### src/core/adc_cmp_params.svh
// Register indices, field positions and reset values of the comparator bank.
// Assumes an APB slave that turns each index into byte address index*4.
`ifndef ADC_CMP_PARAMS_SVH
`define ADC_CMP_PARAMS_SVH
`define IDX_CTL      16'h4030
`define IDX_CMP1     16'h4031
`define IDX_CMP2     16'h4032
`define IDX_CMP3     16'h4033
`define IDX_CMP4     16'h4034
`define IDX_IRQ_STS  16'h4035
`define IDX_IRQ_MSK  16'h4036
`define IDX_MSB      17
`define IDX_LSB      2
`define CTL_EN_LSB   0
`define CTL_STS_LSB  8
`define CFG_MSB      15
`define IRQ_MSB      3
`define CFG_RESET    16'h0000
`define EN_RESET     4'h0
`define MASK_RESET   4'h0
`define RDATA_RESET  32'h0000_0000
`define SRC_CODE0    3'h0
`endif

### src/core/adc_cmp_pkg.sv
// Types shared by the comparator bank.
// Assumes the header of constants is compiled alongside.
package adc_cmp_pkg;
  typedef enum logic [3:0] {
    CH_EXT1 = 4'h0, CH_EXT2 = 4'h1, CH_EXT3 = 4'h2, CH_EXT4 = 4'h3,
    CH_DIE_TEMP = 4'h4, CH_BATT_TEMP = 4'h5, CH_SYS = 4'h6,
    CH_USB = 4'h7, CH_WALL = 4'h8, CH_BATT = 4'h9, CH_NONE = 4'hF
  } adc_chan_t;
  typedef struct packed {
    logic [2:0]  src;
    logic        dir;
    logic [11:0] thr;
  } cmp_cfg_t;
  typedef struct packed {
    logic        valid;
    adc_chan_t   chan;
    logic [11:0] data;
  } adc_sample_t;
  typedef struct packed {
    logic hit;
    logic evt;
  } cmp_state_t;
  typedef struct packed {
    logic [3:0] sts;
  } irq_state_t;
  typedef struct packed {
    logic [3:0]     en;
    logic [3:0]     mask;
    cmp_cfg_t [3:0] cfg;
    logic [31:0]    rdata;
    logic           err;
  } regs_state_t;
endpackage

### src/core/adc_threshold_comparators.sv
// Bank of four ADC threshold comparators with an APB register slave.
// Assumes ADC results arrive on pclk with a one-cycle valid strobe.
//
// Design decision made here: the APB slave port.
`include "adc_cmp_params.svh"
module adc_threshold_comparators (
  input  wire logic                     pclk,
  input  wire logic                     presetn,
  input  wire logic                     psel,
  input  wire logic                     penable,
  input  wire logic                     pwrite,
  input  wire logic [31:0]              paddr,
  input  wire logic [31:0]              pwdata,
  output logic      [31:0]              prdata,
  output logic                          pready,
  output logic                          pslverr,
  input  wire adc_cmp_pkg::adc_sample_t adc_sample,
  output logic      [3:0]               cmp_detected,
  output logic                          irq
);

  // ----------------------------------------------------------------
  // Bus decode
  // ----------------------------------------------------------------

  adc_cmp_pkg::regs_state_t st_r, st_nxt;

  logic        setup;
  logic        access;
  logic        wr;
  logic [15:0] idx;
  logic        aligned;
  logic        mapped;
  logic [3:0]  hits;
  logic [3:0]  evts;
  logic [3:0]  irq_sts;
  logic [3:0]  irq_clr;
  logic [31:0] rd_mux;

  assign setup   = psel && !penable;
  assign access  = psel && penable;
  assign idx     = paddr[`IDX_MSB:`IDX_LSB];
  assign aligned = (paddr[31:`IDX_MSB+1] == '0) && (paddr[`IDX_LSB-1:0] == '0);

  always_comb begin
    case (idx)
      `IDX_CTL, `IDX_CMP1, `IDX_CMP2, `IDX_CMP3, `IDX_CMP4,
      `IDX_IRQ_STS, `IDX_IRQ_MSK: mapped = aligned;
      default:                    mapped = 1'b0;
    endcase
  end

  // ----------------------------------------------------------------
  // Read data
  // ----------------------------------------------------------------

  always_comb begin
    rd_mux = '0;
    case (idx)
      `IDX_CTL: begin
        rd_mux[`CTL_EN_LSB +: 4]  = st_r.en;
        rd_mux[`CTL_STS_LSB +: 4] = hits;
      end
      `IDX_CMP1:    rd_mux[`CFG_MSB:0] = st_r.cfg[0];
      `IDX_CMP2:    rd_mux[`CFG_MSB:0] = st_r.cfg[1];
      `IDX_CMP3:    rd_mux[`CFG_MSB:0] = st_r.cfg[2];
      `IDX_CMP4:    rd_mux[`CFG_MSB:0] = st_r.cfg[3];
      `IDX_IRQ_STS: rd_mux[`IRQ_MSB:0] = irq_sts;
      `IDX_IRQ_MSK: rd_mux[`IRQ_MSB:0] = st_r.mask;
      default:      rd_mux = '0;
    endcase
  end

  // ----------------------------------------------------------------
  // Register file
  // ----------------------------------------------------------------

  // Decode and read data are caught in the setup cycle, so the access
  // cycle answers at once from flip-flops with no wait state.
  assign wr = access && pwrite && !st_r.err;

  always_comb begin
    st_nxt  = st_r;
    irq_clr = '0;
    if (setup) begin
      st_nxt.err   = !mapped;
      st_nxt.rdata = (mapped && !pwrite) ? rd_mux : `RDATA_RESET;
    end
    if (wr) begin
      case (idx)
        `IDX_CTL:     st_nxt.en = pwdata[`CTL_EN_LSB +: 4];
        `IDX_CMP1:    st_nxt.cfg[0] = pwdata[`CFG_MSB:0];
        `IDX_CMP2:    st_nxt.cfg[1] = pwdata[`CFG_MSB:0];
        `IDX_CMP3:    st_nxt.cfg[2] = pwdata[`CFG_MSB:0];
        `IDX_CMP4:    st_nxt.cfg[3] = pwdata[`CFG_MSB:0];
        `IDX_IRQ_STS: irq_clr = pwdata[`IRQ_MSB:0];
        `IDX_IRQ_MSK: st_nxt.mask = pwdata[`IRQ_MSB:0];
        default:      st_nxt = st_nxt;
      endcase
    end
  end

  always_ff @(posedge pclk or negedge presetn) begin
    if (!presetn) begin
      st_r.en    <= `EN_RESET;
      st_r.mask  <= `MASK_RESET;
      st_r.cfg   <= {4{`CFG_RESET}};
      st_r.rdata <= `RDATA_RESET;
      st_r.err   <= 1'b0;
    end else begin
      st_r <= st_nxt;
    end
  end

  assign pready  = access;
  assign pslverr = access && st_r.err;
  assign prdata  = st_r.rdata;

  // ----------------------------------------------------------------
  // Comparators
  // ----------------------------------------------------------------

  cmp_unit #(
    .ZERO_CH (adc_cmp_pkg::CH_USB)
  ) u_cmp_one (
    .pclk    (pclk),
    .presetn (presetn),
    .enable  (st_r.en[0]),
    .cfg     (st_r.cfg[0]),
    .sample  (adc_sample),
    .hit     (hits[0]),
    .evt     (evts[0])
  );

  cmp_unit #(
    .ZERO_CH (adc_cmp_pkg::CH_WALL)
  ) u_cmp_two (
    .pclk    (pclk),
    .presetn (presetn),
    .enable  (st_r.en[1]),
    .cfg     (st_r.cfg[1]),
    .sample  (adc_sample),
    .hit     (hits[1]),
    .evt     (evts[1])
  );

  cmp_unit #(
    .ZERO_CH (adc_cmp_pkg::CH_BATT)
  ) u_cmp_three (
    .pclk    (pclk),
    .presetn (presetn),
    .enable  (st_r.en[2]),
    .cfg     (st_r.cfg[2]),
    .sample  (adc_sample),
    .hit     (hits[2]),
    .evt     (evts[2])
  );

  // Code zero stays reserved here; software that selects it gets silence.
  cmp_unit #(
    .ZERO_CH (adc_cmp_pkg::CH_NONE)
  ) u_cmp_four (
    .pclk    (pclk),
    .presetn (presetn),
    .enable  (st_r.en[3]),
    .cfg     (st_r.cfg[3]),
    .sample  (adc_sample),
    .hit     (hits[3]),
    .evt     (evts[3])
  );

  assign cmp_detected = hits;

  // ----------------------------------------------------------------
  // Interrupts
  // ----------------------------------------------------------------

  irq_bank u_irq (
    .pclk    (pclk),
    .presetn (presetn),
    .set     (evts),
    .clr     (irq_clr),
    .mask    (st_r.mask),
    .sts     (irq_sts),
    .irq     (irq)
  );

  // ----------------------------------------------------------------
  // Checks
  // ----------------------------------------------------------------

  property p_cfg_write;
    @(posedge pclk) disable iff (!presetn)
    (wr && idx == `IDX_CMP2) |=> (st_r.cfg[1] == $past(pwdata[`CFG_MSB:0]));
  endproperty
  a_cfg_write: assert property (p_cfg_write) else $error("config not stored");

  property p_isolated;
    @(posedge pclk) disable iff (!presetn)
    !(wr && idx == `IDX_CMP3) |=> $stable(st_r.cfg[2]);
  endproperty
  a_isolated: assert property (p_isolated) else $error("config changed");

  property p_status_read;
    @(posedge pclk) disable iff (!presetn)
    (setup && !pwrite && idx == `IDX_CTL && aligned)
      |=> (prdata[`CTL_STS_LSB +: 4] == $past(hits));
  endproperty
  a_status_read: assert property (p_status_read) else $error("bad status");

  property p_answer;
    @(posedge pclk) disable iff (!presetn)
    (setup && !mapped) |=> (pslverr || !access);
  endproperty
  a_answer: assert property (p_answer) else $error("unmapped not flagged");

  property p_irq_level;
    @(posedge pclk) disable iff (!presetn)
    (evts[0] && st_r.mask[0]) |=> irq;
  endproperty
  a_irq_level: assert property (p_irq_level) else $error("irq missing");

  property p_en_write;
    @(posedge pclk) disable iff (!presetn)
    (wr && idx == `IDX_CTL) |=> (st_r.en == $past(pwdata[`CTL_EN_LSB +: 4]));
  endproperty
  a_en_write: assert property (p_en_write) else $error("enable not stored");

  property p_mask_write;
    @(posedge pclk) disable iff (!presetn)
    (wr && idx == `IDX_IRQ_MSK) |=> (st_r.mask == $past(pwdata[`IRQ_MSB:0]));
  endproperty
  a_mask_write: assert property (p_mask_write) else $error("mask not stored");

  property p_cfg_one;
    @(posedge pclk) disable iff (!presetn)
    (wr && idx == `IDX_CMP1) |=> (st_r.cfg[0] == $past(pwdata[`CFG_MSB:0]));
  endproperty
  a_cfg_one: assert property (p_cfg_one) else $error("config one not stored");

  property p_cfg_three;
    @(posedge pclk) disable iff (!presetn)
    (wr && idx == `IDX_CMP3) |=> (st_r.cfg[2] == $past(pwdata[`CFG_MSB:0]));
  endproperty
  a_cfg_three: assert property (p_cfg_three) else $error("config three not stored");

  property p_cfg_four;
    @(posedge pclk) disable iff (!presetn)
    (wr && idx == `IDX_CMP4) |=> (st_r.cfg[3] == $past(pwdata[`CFG_MSB:0]));
  endproperty
  a_cfg_four: assert property (p_cfg_four) else $error("config four not stored");

  property p_err_ignored;
    @(posedge pclk) disable iff (!presetn)
    (access && st_r.err)
      |=> ($stable(st_r.en) && $stable(st_r.mask) && $stable(st_r.cfg));
  endproperty
  a_err_ignored: assert property (p_err_ignored) else $error("refused write stored");

  property p_err_zero;
    @(posedge pclk) disable iff (!presetn)
    (setup && !mapped) |=> (prdata == `RDATA_RESET);
  endproperty
  a_err_zero: assert property (p_err_zero) else $error("refused read not zero");

  property p_rdata_hold;
    @(posedge pclk) disable iff (!presetn)
    !setup |=> $stable(prdata);
  endproperty
  a_rdata_hold: assert property (p_rdata_hold) else $error("read data moved");

  property p_cfg_read;
    @(posedge pclk) disable iff (!presetn)
    (setup && !pwrite && aligned && idx == `IDX_CMP4)
      |=> (prdata == {16'h0000, $past(st_r.cfg[3])});
  endproperty
  a_cfg_read: assert property (p_cfg_read) else $error("config read wrong");

  property p_mask_read;
    @(posedge pclk) disable iff (!presetn)
    (setup && !pwrite && aligned && idx == `IDX_IRQ_MSK)
      |=> (prdata == {28'h000_0000, $past(st_r.mask)});
  endproperty
  a_mask_read: assert property (p_mask_read) else $error("mask read wrong");

  property p_sts_read;
    @(posedge pclk) disable iff (!presetn)
    (setup && !pwrite && aligned && idx == `IDX_IRQ_STS)
      |=> (prdata == {28'h000_0000, $past(irq_sts)});
  endproperty
  a_sts_read: assert property (p_sts_read) else $error("flag read wrong");

  property p_sticky;
    @(posedge pclk) disable iff (!presetn)
    (irq_sts != '0)
      |=> ((irq_sts & $past(irq_sts & ~irq_clr)) == $past(irq_sts & ~irq_clr));
  endproperty
  a_sticky: assert property (p_sticky) else $error("event flag dropped");

  property p_no_spurious;
    @(posedge pclk) disable iff (!presetn)
    ((evts | irq_sts) == '0) |=> (irq_sts == '0);
  endproperty
  a_no_spurious: assert property (p_no_spurious) else $error("flag set without event");

  property p_evt_enabled;
    @(posedge pclk) disable iff (!presetn)
    (evts != '0) |-> ((evts & $past(st_r.en)) == evts);
  endproperty
  a_evt_enabled: assert property (p_evt_enabled) else $error("event from disabled unit");

  property p_usb_zero;
    @(posedge pclk) disable iff (!presetn)
    (adc_sample.valid && st_r.en[0] && st_r.cfg[0].src == `SRC_CODE0 && !st_r.cfg[0].dir
      && adc_sample.chan == adc_cmp_pkg::CH_USB && adc_sample.data < st_r.cfg[0].thr)
      |=> evts[0];
  endproperty
  a_usb_zero: assert property (p_usb_zero) else $error("zero source one missed");

  property p_wall_zero;
    @(posedge pclk) disable iff (!presetn)
    (adc_sample.valid && st_r.en[1] && st_r.cfg[1].src == `SRC_CODE0 && !st_r.cfg[1].dir
      && adc_sample.chan == adc_cmp_pkg::CH_WALL && adc_sample.data < st_r.cfg[1].thr)
      |=> evts[1];
  endproperty
  a_wall_zero: assert property (p_wall_zero) else $error("zero source two missed");

  property p_batt_zero;
    @(posedge pclk) disable iff (!presetn)
    (adc_sample.valid && st_r.en[2] && st_r.cfg[2].src == `SRC_CODE0 && !st_r.cfg[2].dir
      && adc_sample.chan == adc_cmp_pkg::CH_BATT && adc_sample.data < st_r.cfg[2].thr)
      |=> evts[2];
  endproperty
  a_batt_zero: assert property (p_batt_zero) else $error("zero source three missed");

  c_write: cover property (@(posedge pclk) disable iff (!presetn) wr);
  c_err: cover property (@(posedge pclk) disable iff (!presetn) pslverr);
  c_all_hit: cover property (@(posedge pclk) disable iff (!presetn) &hits);
endmodule // adc_threshold_comparators

### src/core/cmp_unit.sv
// One threshold comparator: source match, direction and threshold test.
// Assumes ADC samples arrive on pclk as one-cycle valid strobes.
`include "adc_cmp_params.svh"
module cmp_unit #(
  parameter adc_cmp_pkg::adc_chan_t ZERO_CH = adc_cmp_pkg::CH_NONE
) (
  input  wire logic                     pclk,
  input  wire logic                     presetn,
  input  wire logic                     enable,
  input  wire adc_cmp_pkg::cmp_cfg_t    cfg,
  input  wire adc_cmp_pkg::adc_sample_t sample,
  output logic                          hit,
  output logic                          evt
);
  adc_cmp_pkg::cmp_state_t st_r, st_nxt;
  adc_cmp_pkg::adc_chan_t  sel_ch;
  logic                    match;
  logic                    cond;

  always_comb begin
    case (cfg.src)
      `SRC_CODE0: sel_ch = ZERO_CH;
      3'h1:       sel_ch = adc_cmp_pkg::CH_EXT1;
      3'h2:       sel_ch = adc_cmp_pkg::CH_EXT2;
      3'h3:       sel_ch = adc_cmp_pkg::CH_EXT3;
      3'h4:       sel_ch = adc_cmp_pkg::CH_EXT4;
      3'h5:       sel_ch = adc_cmp_pkg::CH_DIE_TEMP;
      3'h6:       sel_ch = adc_cmp_pkg::CH_BATT_TEMP;
      default:    sel_ch = adc_cmp_pkg::CH_SYS;
    endcase
    // A reserved source code maps to no channel and never matches.
    match = sample.valid && enable && (sample.chan == sel_ch)
            && (sel_ch != adc_cmp_pkg::CH_NONE);
    cond = cfg.dir ? (sample.data > cfg.thr)
                   : (sample.data < cfg.thr);
    st_nxt = st_r;
    st_nxt.evt = 1'b0;
    if (!enable) begin
      st_nxt.hit = 1'b0;
    end else if (match) begin
      st_nxt.hit = cond;
      st_nxt.evt = cond;
    end
  end

  always_ff @(posedge pclk or negedge presetn) begin
    if (!presetn) begin
      st_r <= '0;
    end else begin
      st_r <= st_nxt;
    end
  end

  assign hit = st_r.hit;
  assign evt = st_r.evt;

  property p_below;
    @(posedge pclk) disable iff (!presetn)
    (match && !cfg.dir && sample.data < cfg.thr) |=> (hit && evt);
  endproperty
  a_below: assert property (p_below) else $error("below threshold missed");
  property p_above;
    @(posedge pclk) disable iff (!presetn)
    (match && cfg.dir && sample.data > cfg.thr) |=> (hit && evt);
  endproperty
  a_above: assert property (p_above) else $error("above threshold missed");
  property p_off;
    @(posedge pclk) disable iff (!presetn)
    !enable |=> (!hit && !evt);
  endproperty
  a_off: assert property (p_off) else $error("disabled comparator fired");
  property p_cause;
    @(posedge pclk) disable iff (!presetn)
    evt |-> $past(sample.valid && enable && sample.chan == sel_ch);
  endproperty
  a_cause: assert property (p_cause) else $error("event without sample");
  property p_reserved;
    @(posedge pclk) disable iff (!presetn)
    (cfg.src == `SRC_CODE0 && ZERO_CH == adc_cmp_pkg::CH_NONE) |=> !evt;
  endproperty
  a_reserved: assert property (p_reserved) else $error("reserved source fired");
  c_fire: cover property (@(posedge pclk) disable iff (!presetn) evt);
endmodule // cmp_unit

### src/core/irq_bank.sv
// Sticky event flags, write-one-to-clear, gated by a mask onto one level.
// Assumes set and clear strobes are one-cycle pulses on pclk.
`include "adc_cmp_params.svh"
module irq_bank (
  input  wire logic                pclk,
  input  wire logic                presetn,
  input  wire logic [`IRQ_MSB:0]   set,
  input  wire logic [`IRQ_MSB:0]   clr,
  input  wire logic [`IRQ_MSB:0]   mask,
  output logic      [`IRQ_MSB:0]   sts,
  output logic                     irq
);
  adc_cmp_pkg::irq_state_t st_r, st_nxt;

  // A set arriving with its clear wins so no event is lost.
  always_comb begin
    st_nxt = st_r;
    st_nxt.sts = (st_r.sts & ~clr) | set;
  end

  always_ff @(posedge pclk or negedge presetn) begin
    if (!presetn) begin
      st_r <= '0;
    end else begin
      st_r <= st_nxt;
    end
  end

  assign sts = st_r.sts;
  assign irq = |(st_r.sts & mask);

  property p_set_wins;
    @(posedge pclk) disable iff (!presetn)
    (set != '0) |=> ((sts & $past(set)) == $past(set));
  endproperty
  a_set_wins: assert property (p_set_wins) else $error("event flag lost");
  property p_clear;
    @(posedge pclk) disable iff (!presetn)
    (clr != '0 && set == '0) |=> ((sts & $past(clr)) == '0);
  endproperty
  a_clear: assert property (p_clear) else $error("flag not cleared");
  c_irq: cover property (@(posedge pclk) disable iff (!presetn) $rose(irq));
endmodule // irq_bank

### config.mk
export PLATFORM = sky130hd
export DESIGN_NAME = adc_threshold_comparators
export DESIGN_NICKNAME = d
export VERILOG_FILES = /design/src/core/adc_cmp_pkg.sv /design/src/core/adc_threshold_comparators.sv /design/src/core/cmp_unit.sv /design/src/core/irq_bank.sv
export VERILOG_INCLUDE_DIRS = /design/src /design/src/core
export SDC_FILE = /design/constraint.sdc
export NUM_CORES = 1
export LEC_CHECK = 0
export ABC_AREA = 1
export ABC_CLOCK_PERIOD_IN_PS = 1300
export BUFFER_PORTS_ARGS = -buffer_cell sky130_fd_sc_hd__buf_4
export CORE_AREA = 2 2 127 129
export CTS_BUF_LIST = sky130_fd_sc_hd__clkbuf_4
export DETAILED_ROUTE_END_ITERATION = 6
export DIE_AREA = 0 0 129 131
export PLACE_DENSITY = 0.66
export SLEW_MARGIN = 20
export SYNTH_ARGS = -nofsm -noshare
export SYNTH_HDL_FRONTEND = slang
export SYNTH_SLANG_ARGS = --single-unit
### constraint.sdc
create_clock -name pclk -period 1.3 [get_ports pclk]
set_input_delay 0 -clock pclk [delete_from_list [all_inputs] [get_ports pclk]]
set_output_delay 0 -clock pclk [all_outputs]
set_load 0.02 [all_outputs]
# --- Yosys cells after proc, flatten, opt, wreduce, memory -nomap -nowiden ---
# Cells that the tools add are included.
word_totals:
  regBits: 117
  inputBits: 86
  output_inout_bits: 39
  word_cells: 146
op_classes:
  order_cmp: 8
  eq_ne: 43
  muxes: 29
  n_bitwise: 4
  n_reduce_logical: 37
op_table:
  columns: ["operator", "count"]
  rows:
  - ["== test 16 x 15 -> 1 bit, second input constant", 7]
  - ["case mux 4 bit (7 select lines)", 4]
  - ["greater-than comparator 12 bit", 4]
  - ["less-than comparator 12 bit", 4]
  - ["== test 3 bit, second input constant", 12]
  - ["2-to-1 mux 33 bit", 1]
  - ["case mux 4 bit (4 select lines)", 2]
  - ["== test 3 x 2 -> 1 bit, second input constant", 8]
  - ["case mux 3 bit (7 select lines)", 1]
  - ["case mux 4 bit (5 select lines)", 1]
  - ["logical AND 1 bit", 19]
  - ["2-to-1 mux 16 bit", 1]
  - ["logical NOT 14 bit", 1]
  - ["2-to-1 mux 1 bit", 13]
  - ["== test 3 x 1 -> 1 bit, second input constant", 4]
  - ["== test 4 bit", 3]
  - ["logical NOT 3 bit", 4]
  - ["!= test 4 bit, second input constant", 3]
  - ["AND reduction 2 bit", 6]
  - ["AND 4 bit", 2]
  - ["2-to-1 mux 2 bit", 4]
  - ["2-to-1 mux 4 bit", 2]
  - ["!= test 2 x 1 -> 1 bit, second input constant", 4]
  - ["OR reduction 7 bit", 1]
  - ["7 further kinds", 10]

# --- Logic depth before layout (Yosys ltp) ---
logic_depth:
  word_depth: 7
  depth_mapped: 13
  ltp_nobuf: 12

# --- Hierarchy ---
# A second synthesis with hierarchy kept.
hier_totals:
  cells_unflattened: 999
  area_unflattened_um2: 6955.4
by_module_without_submodules:
  columns: ["mod", "n_inst", "cells_per_inst", "area_each_um2", "seq_area_each_um2"]
  rows:
  - ["adc_threshold_comparators", 1, 595, 4558.1, 2227.1]
  - ["cmp_unit at u_cmp_two", 1, 103, 608.1, 50.0]
  - ["cmp_unit at u_cmp_three", 1, 95, 548.0, 50.0]
  - ["cmp_unit at u_cmp_four", 1, 96, 539.3, 50.0]
  - ["cmp_unit at u_cmp_one", 1, 89, 523.0, 50.0]
  - ["irq_bank", 1, 21, 178.9, 100.1]

# --- Worst setup path after synthesis ---
# OpenSTA, ideal clock, no wires.
synth_path:
  path_type: "register to register"
  from: "reg, netlist name st_r[76]"
  to: "reg u_cmp_three.st_r, in the netlist u_cmp_three.hit"
  setup_ns: 0.131
  t_arrival_ns: 1.309
  t_required_ns: 1.169
  path_slack_ns: -0.140
  stages_incl_launch_ff: 10
  n_path_buf: 0
  synth_period_minus_slack_ns: 1.440
  path_cell_list: "dfrtp_1 inv_1 ha_1 nand4_1 nor2_1 nand3_1 o21ai_0 nand2_1 nand3_1 o21ai_0"
synth_between:
  elab_chain_len: 4
  elab_cells_between_ends: 5
  cone_classes: "order compare (2); mux (3)"
synth_lines:
  columns: ["item", "line_no", "source"]
  rows:
  - ["less-than comparator 12 bit or greater-than comparator 12 bit (tied branches)", "cmp_unit.sv:35, cmp_unit.sv:34", null]
  - ["2-to-1 mux 1 bit (*)", "cmp_unit.sv:34", "cond = cfg.dir ? (sample.data > cfg.thr)"]
  - ["2-to-1 mux 2 bit (*)", "cmp_unit.sv:40", "end else if (match) begin"]
  - ["2-to-1 mux 1 bit (*)", "cmp_unit.sv:38", "if (!enable) begin"]
  - ["to (signal assigned)", "cmp_unit.sv:50", "st_r <= st_nxt;"]
  - ["to (decl)", "cmp_unit.sv:15", "adc_cmp_pkg::cmp_state_t st_r, st_nxt;"]
# Every way passes the cells marked *; elsewhere a longest branch is shown, timed or not. The select of a mux whose other input is x is not followed.
# A chain may end at the register's enable or synchronous reset.

# --- Final worst setup path ---
layout_path:
  from: "reg, netlist name st_r[58]"
  to: "reg u_cmp_two.st_r, in the netlist u_cmp_two.hit"
layout_between:
  elab_chain_len: 4
  elab_cells_between_ends: 5
  cone_classes: "order compare (2); mux (3)"
layout_lines:
  columns: ["item", "line_no"]
  rows:
  - ["less-than comparator 12 bit or greater-than comparator 12 bit (tied branches)", "cmp_unit.sv:35, cmp_unit.sv:34"]
  - ["2-to-1 mux 1 bit (*)", "cmp_unit.sv:34"]
  - ["2-to-1 mux 2 bit (*)", "cmp_unit.sv:40"]
  - ["2-to-1 mux 1 bit (*)", "cmp_unit.sv:38"]
  - ["to (signal assigned)", "cmp_unit.sv:50"]
  - ["to (decl)", "cmp_unit.sv:15"]
# Marks and branches as above.

==> impl_metrics.env <==
export IMPL_status="finished, violations left"
export IMPL_failed_checks="setup timing"
export IMPL_p_per_area_mw_per_mm2=594
export IMPL_gr_total_overflow=0
export IMPL_cp_end_kind="flop"
export IMPL_cp_data_arrival_time_ps=2200
export IMPL_syn_area_per_cell_um2=7.59
export IMPL_die_y_um=131
export IMPL_htree_levels=3
export IMPL_cpMostUsedCell="nor2_1"
export IMPL_wl_um=24000
export IMPL_ys_warnings_count=0
export IMPL_numCtsBuffers=9
export IMPL_hpwlAfterDp_um=15600
export IMPL_hold_path_class="in -> reg"
export IMPL_peakVddDrop_mv=0.377
export IMPL_grt_pass1_wl_um=35200
export IMPL_hold_viol=0
export IMPL_yosysUniqueCellTypes=40
export IMPL_dr_total_vias=6990
export IMPL_detail_route_antenna_nets=0
export IMPL_ys_async_sr_fraction_pct=100
export IMPL_fmax_ghz=0.567
export IMPL_p_int_mw=4.38
export IMPL_fin_ws_ps=-464
export IMPL_drt_wirelength_per_cell_um=18.0
export IMPL_setup_violations_final=86
export IMPL_synth_edff_count=0
export IMPL_switching_share_pct=28.3
export IMPL_crit_path_cell_trace="inv_1, ha_4, a21oi_1, o21ai_0, nor2_1, nand3_2, nor2_1, nor2_1, nand2_1, nand2_1"
export IMPL_power_leakage_nw=4.82
export IMPL_setup_tns_final_ps=-17020
export IMPL_cts_buffer_depth=2
export IMPL_path_clk_slew_ps=170
export IMPL_cts_tree="built"
export IMPL_vias_per_cell=5.24
export IMPL_path_max_fanout=2
export IMPL_clock_sinks=101
export IMPL_io_pins=125
export IMPL_largest_reg_flops=73
export IMPL_yosys_register_bits=101
export IMPL_clkPwrFrac_pct=32.6
export IMPL_synth_area_mm2=0.00657
export IMPL_grt_use_total_pct=27.8
export IMPL_grt_max_degree=28
export IMPL_worstSetupPathType="reg -> reg"
export IMPL_clk_latency_ps=520
export IMPL_clockRootBuffer="clkbuf_4"
export IMPL_finalCritPeriodShare_pct=136
export IMPL_coreArea_mm2=0.0156
export IMPL_critical_path_max_stage_delay_ps=430
export IMPL_drive_gt1_share_pct=44.3
export IMPL_p_sw_mw=1.73
export IMPL_fin_nets=1246
export IMPL_final_max_slew_viol_count=0
export IMPL_dr_pass1_iters=5
export IMPL_synth_cells=865
export IMPL_drtIter0Drc=614
export IMPL_antenna_found_initial=0
export IMPL_yosysSeqAreaShare_pct=38.5
export IMPL_max_cap_viol_count=0
export IMPL_seq_power_share_pct=51.6
export IMPL_rsz0062_at_grt="yes"
export IMPL_cp_required_ps=1740
export IMPL_design_die_area_mm2=0.0169
export IMPL_period_needed_ps=1760
export IMPL_fin_total_pwr_mw=6.11
export IMPL_synth_ff_type="dfrtp_1"
export IMPL_rows=46
export IMPL_portBuffers=92
export IMPL_gp_congestion=0.932
export IMPL_syn2layout_area_growth_pct=56.6
export IMPL_drc=0
export IMPL_fin_skew_ps=17.4
export IMPL_comb_power_share_pct=15.8
export IMPL_largest_register="st_r"
export IMPL_cp_slowest_cell="dfrtp_1"
export IMPL_start_util_pct=42.1
export IMPL_worst_setup_path_start_kind="flop"
export IMPL_grt_pass1_vias=6617
export IMPL_die_w_um=129
export IMPL_r2r_setup_slack_ps=-460
timing repair:
| item | in CTS | in global routing |
|---|---|---|
| gates cloned | 12 | 0 |
| setup endpoints to repair | 85 | 95 |
| gates resized for setup | 183 | 154 |
| pin swaps | 24 | 48 |
| buffers inserted | 22 | 9 |
| hold buffers | 26 | 0 |
| hold endpoints to repair | 200 | 0 |
cells in the mapped netlist, types with 2 or more instances:
master     number  share of area [%]
nor4_1          4               0.38
xor2_1          5               0.67
o211ai_1        4               0.46
ha_1           48                9.1
nand4_1        13                1.2
nor3_1         10               0.76
nand3_2         2               0.30
nor2_4          8                1.4
o21ai_2         6               0.80
inv_2           6               0.34
dfrtp_1       101                 38
nor2_1         56                3.2
inv_1         108                6.2
o21ai_0       102                7.8
clkbuf_1        4               0.23
nand3_1        45                3.4
buf_2           8               0.61
nand2_1       216                 12
nor2_2          2               0.19
nand2_4         4               0.69
nand2_2         9               0.86
a21oi_1        24                1.8
o2111ai_1       3               0.40
o21ai_1        22                1.7
buf_4          38                4.3
buf_6           3               0.51
final timing paths:
kind,from,endpoint,cells after the start
max,st_r[58]$_DFFE_PN0P_,u_cmp_two.hit$_DFFE_PN0P_,10
min,psel,prdata[13]$_DFFE_PN0P_,7
max reg2reg,st_r[58]$_DFFE_PN0P_,u_cmp_two.hit$_DFFE_PN0P_,10
min reg2reg,u_cmp_one.evt$_DFF_PN0_,u_irq.sts[0]$_DFF_PN0_,2
max in group asynchronous,presetn,st_r[76]$_DFFE_PN0P_,4
min in group asynchronous,presetn,st_r[98]$_DFFE_PN0P_,3
metal layers:
metal | GRT usage (%) | vias up | routed length, µm
met5 | 0 | - | 0
met1 | 35.3 | 3255 | 9340
met3 | 3.83 | 101 | 1940
met2 | 47.9 | 357 | 11500
met4 | 11.4 | 0 | 1240
li1 | - | 3277 | -
critical path, delay by kind of cell (launching register included):
kind | cells | cell delay (ps)
AO/OA/AOI/OAI | 2 | 270
adder cells (fa/ha/maj) | 1 | 220
buffers and inverters | 1 | 120
flip-flops | 1 | 430
AND/OR/NAND/NOR | 6 | 630
kinds of logic after synthesis:
group	after synthesis	share of synthesized area, %
AO/OA/AOI/OAI	166	13.5
XOR/XNOR	6	0.800
adder cells (fa/ha/maj)	48	9.15
buffers and inverters	170	12.5
flip-flops	101	38.5
other	1	0.0571
AND/OR/NAND/NOR	373	25.6
final cells by class:
| cell class | instances | area, µm² |
|---|---|---|
| Clock buffer | 9 | 67.6 |
| Timing Repair Buffer | 276 | 2590 |
| Sequential cell | 101 | 2530 |
| Tap cell | 216 | 270 |
| Multi-Input combinational cell | 609 | 4300 |
| Clock inverter | 7 | 95.1 |
| Antenna cell | 1 | 2.50 |
| Inverter | 115 | 432 |
| Fill cell | 1187 | 5310 |
power groups by stage:
stage          clock, mW  combinational [mW]  sequential (mW)
3_3_place_gp           0               0.745             3.21
2_1_floorplan          0               0.345             3.21
4_1_cts             1.99               0.889             3.15
3_5_place_dp           0               0.758             3.21
5_1_grt             2.11                1.06             3.15
6_report            1.99               0.965             3.15
through the flow:
| step | cells | hold WS, ps | util (%) | worst slack [ps] | cell area (µm²) |
|---|---|---|---|---|---|
| after floorplan | 880 | -296 | - | -109 | 6710 |
| after global placement | 1258 | -49.5 | 53.4 | -373 | 8340 |
| after detailed placement | 1258 | -45.4 | 53.4 | -391 | 8340 |
| after CTS | 1332 | 6.25 | 62.1 | -309 | 9680 |
| after global routing | 1333 | 59.3 | 65.9 | -574 | 10300 |
| final | 1334 | 57.0 | 65.9 | -464 | 10300 |
placed cells by master, fill, tap and decap left out, drive strengths merged, types with 2 or more instances in the layout:
cell type and n:
buf 250, nand2 229, o21ai 130, inv 117
dfrtp 101, nor2 67, ha 48, nand3 47
dlygate4sd3 25, a21oi 24, conb 16, nand4 13
nor3 11, clkbuf 9, xor2 5, o211ai 4
nor4 4, o2111ai 3, clkinv 3, bufinv 2
Power figures use the tool's default switching activity.
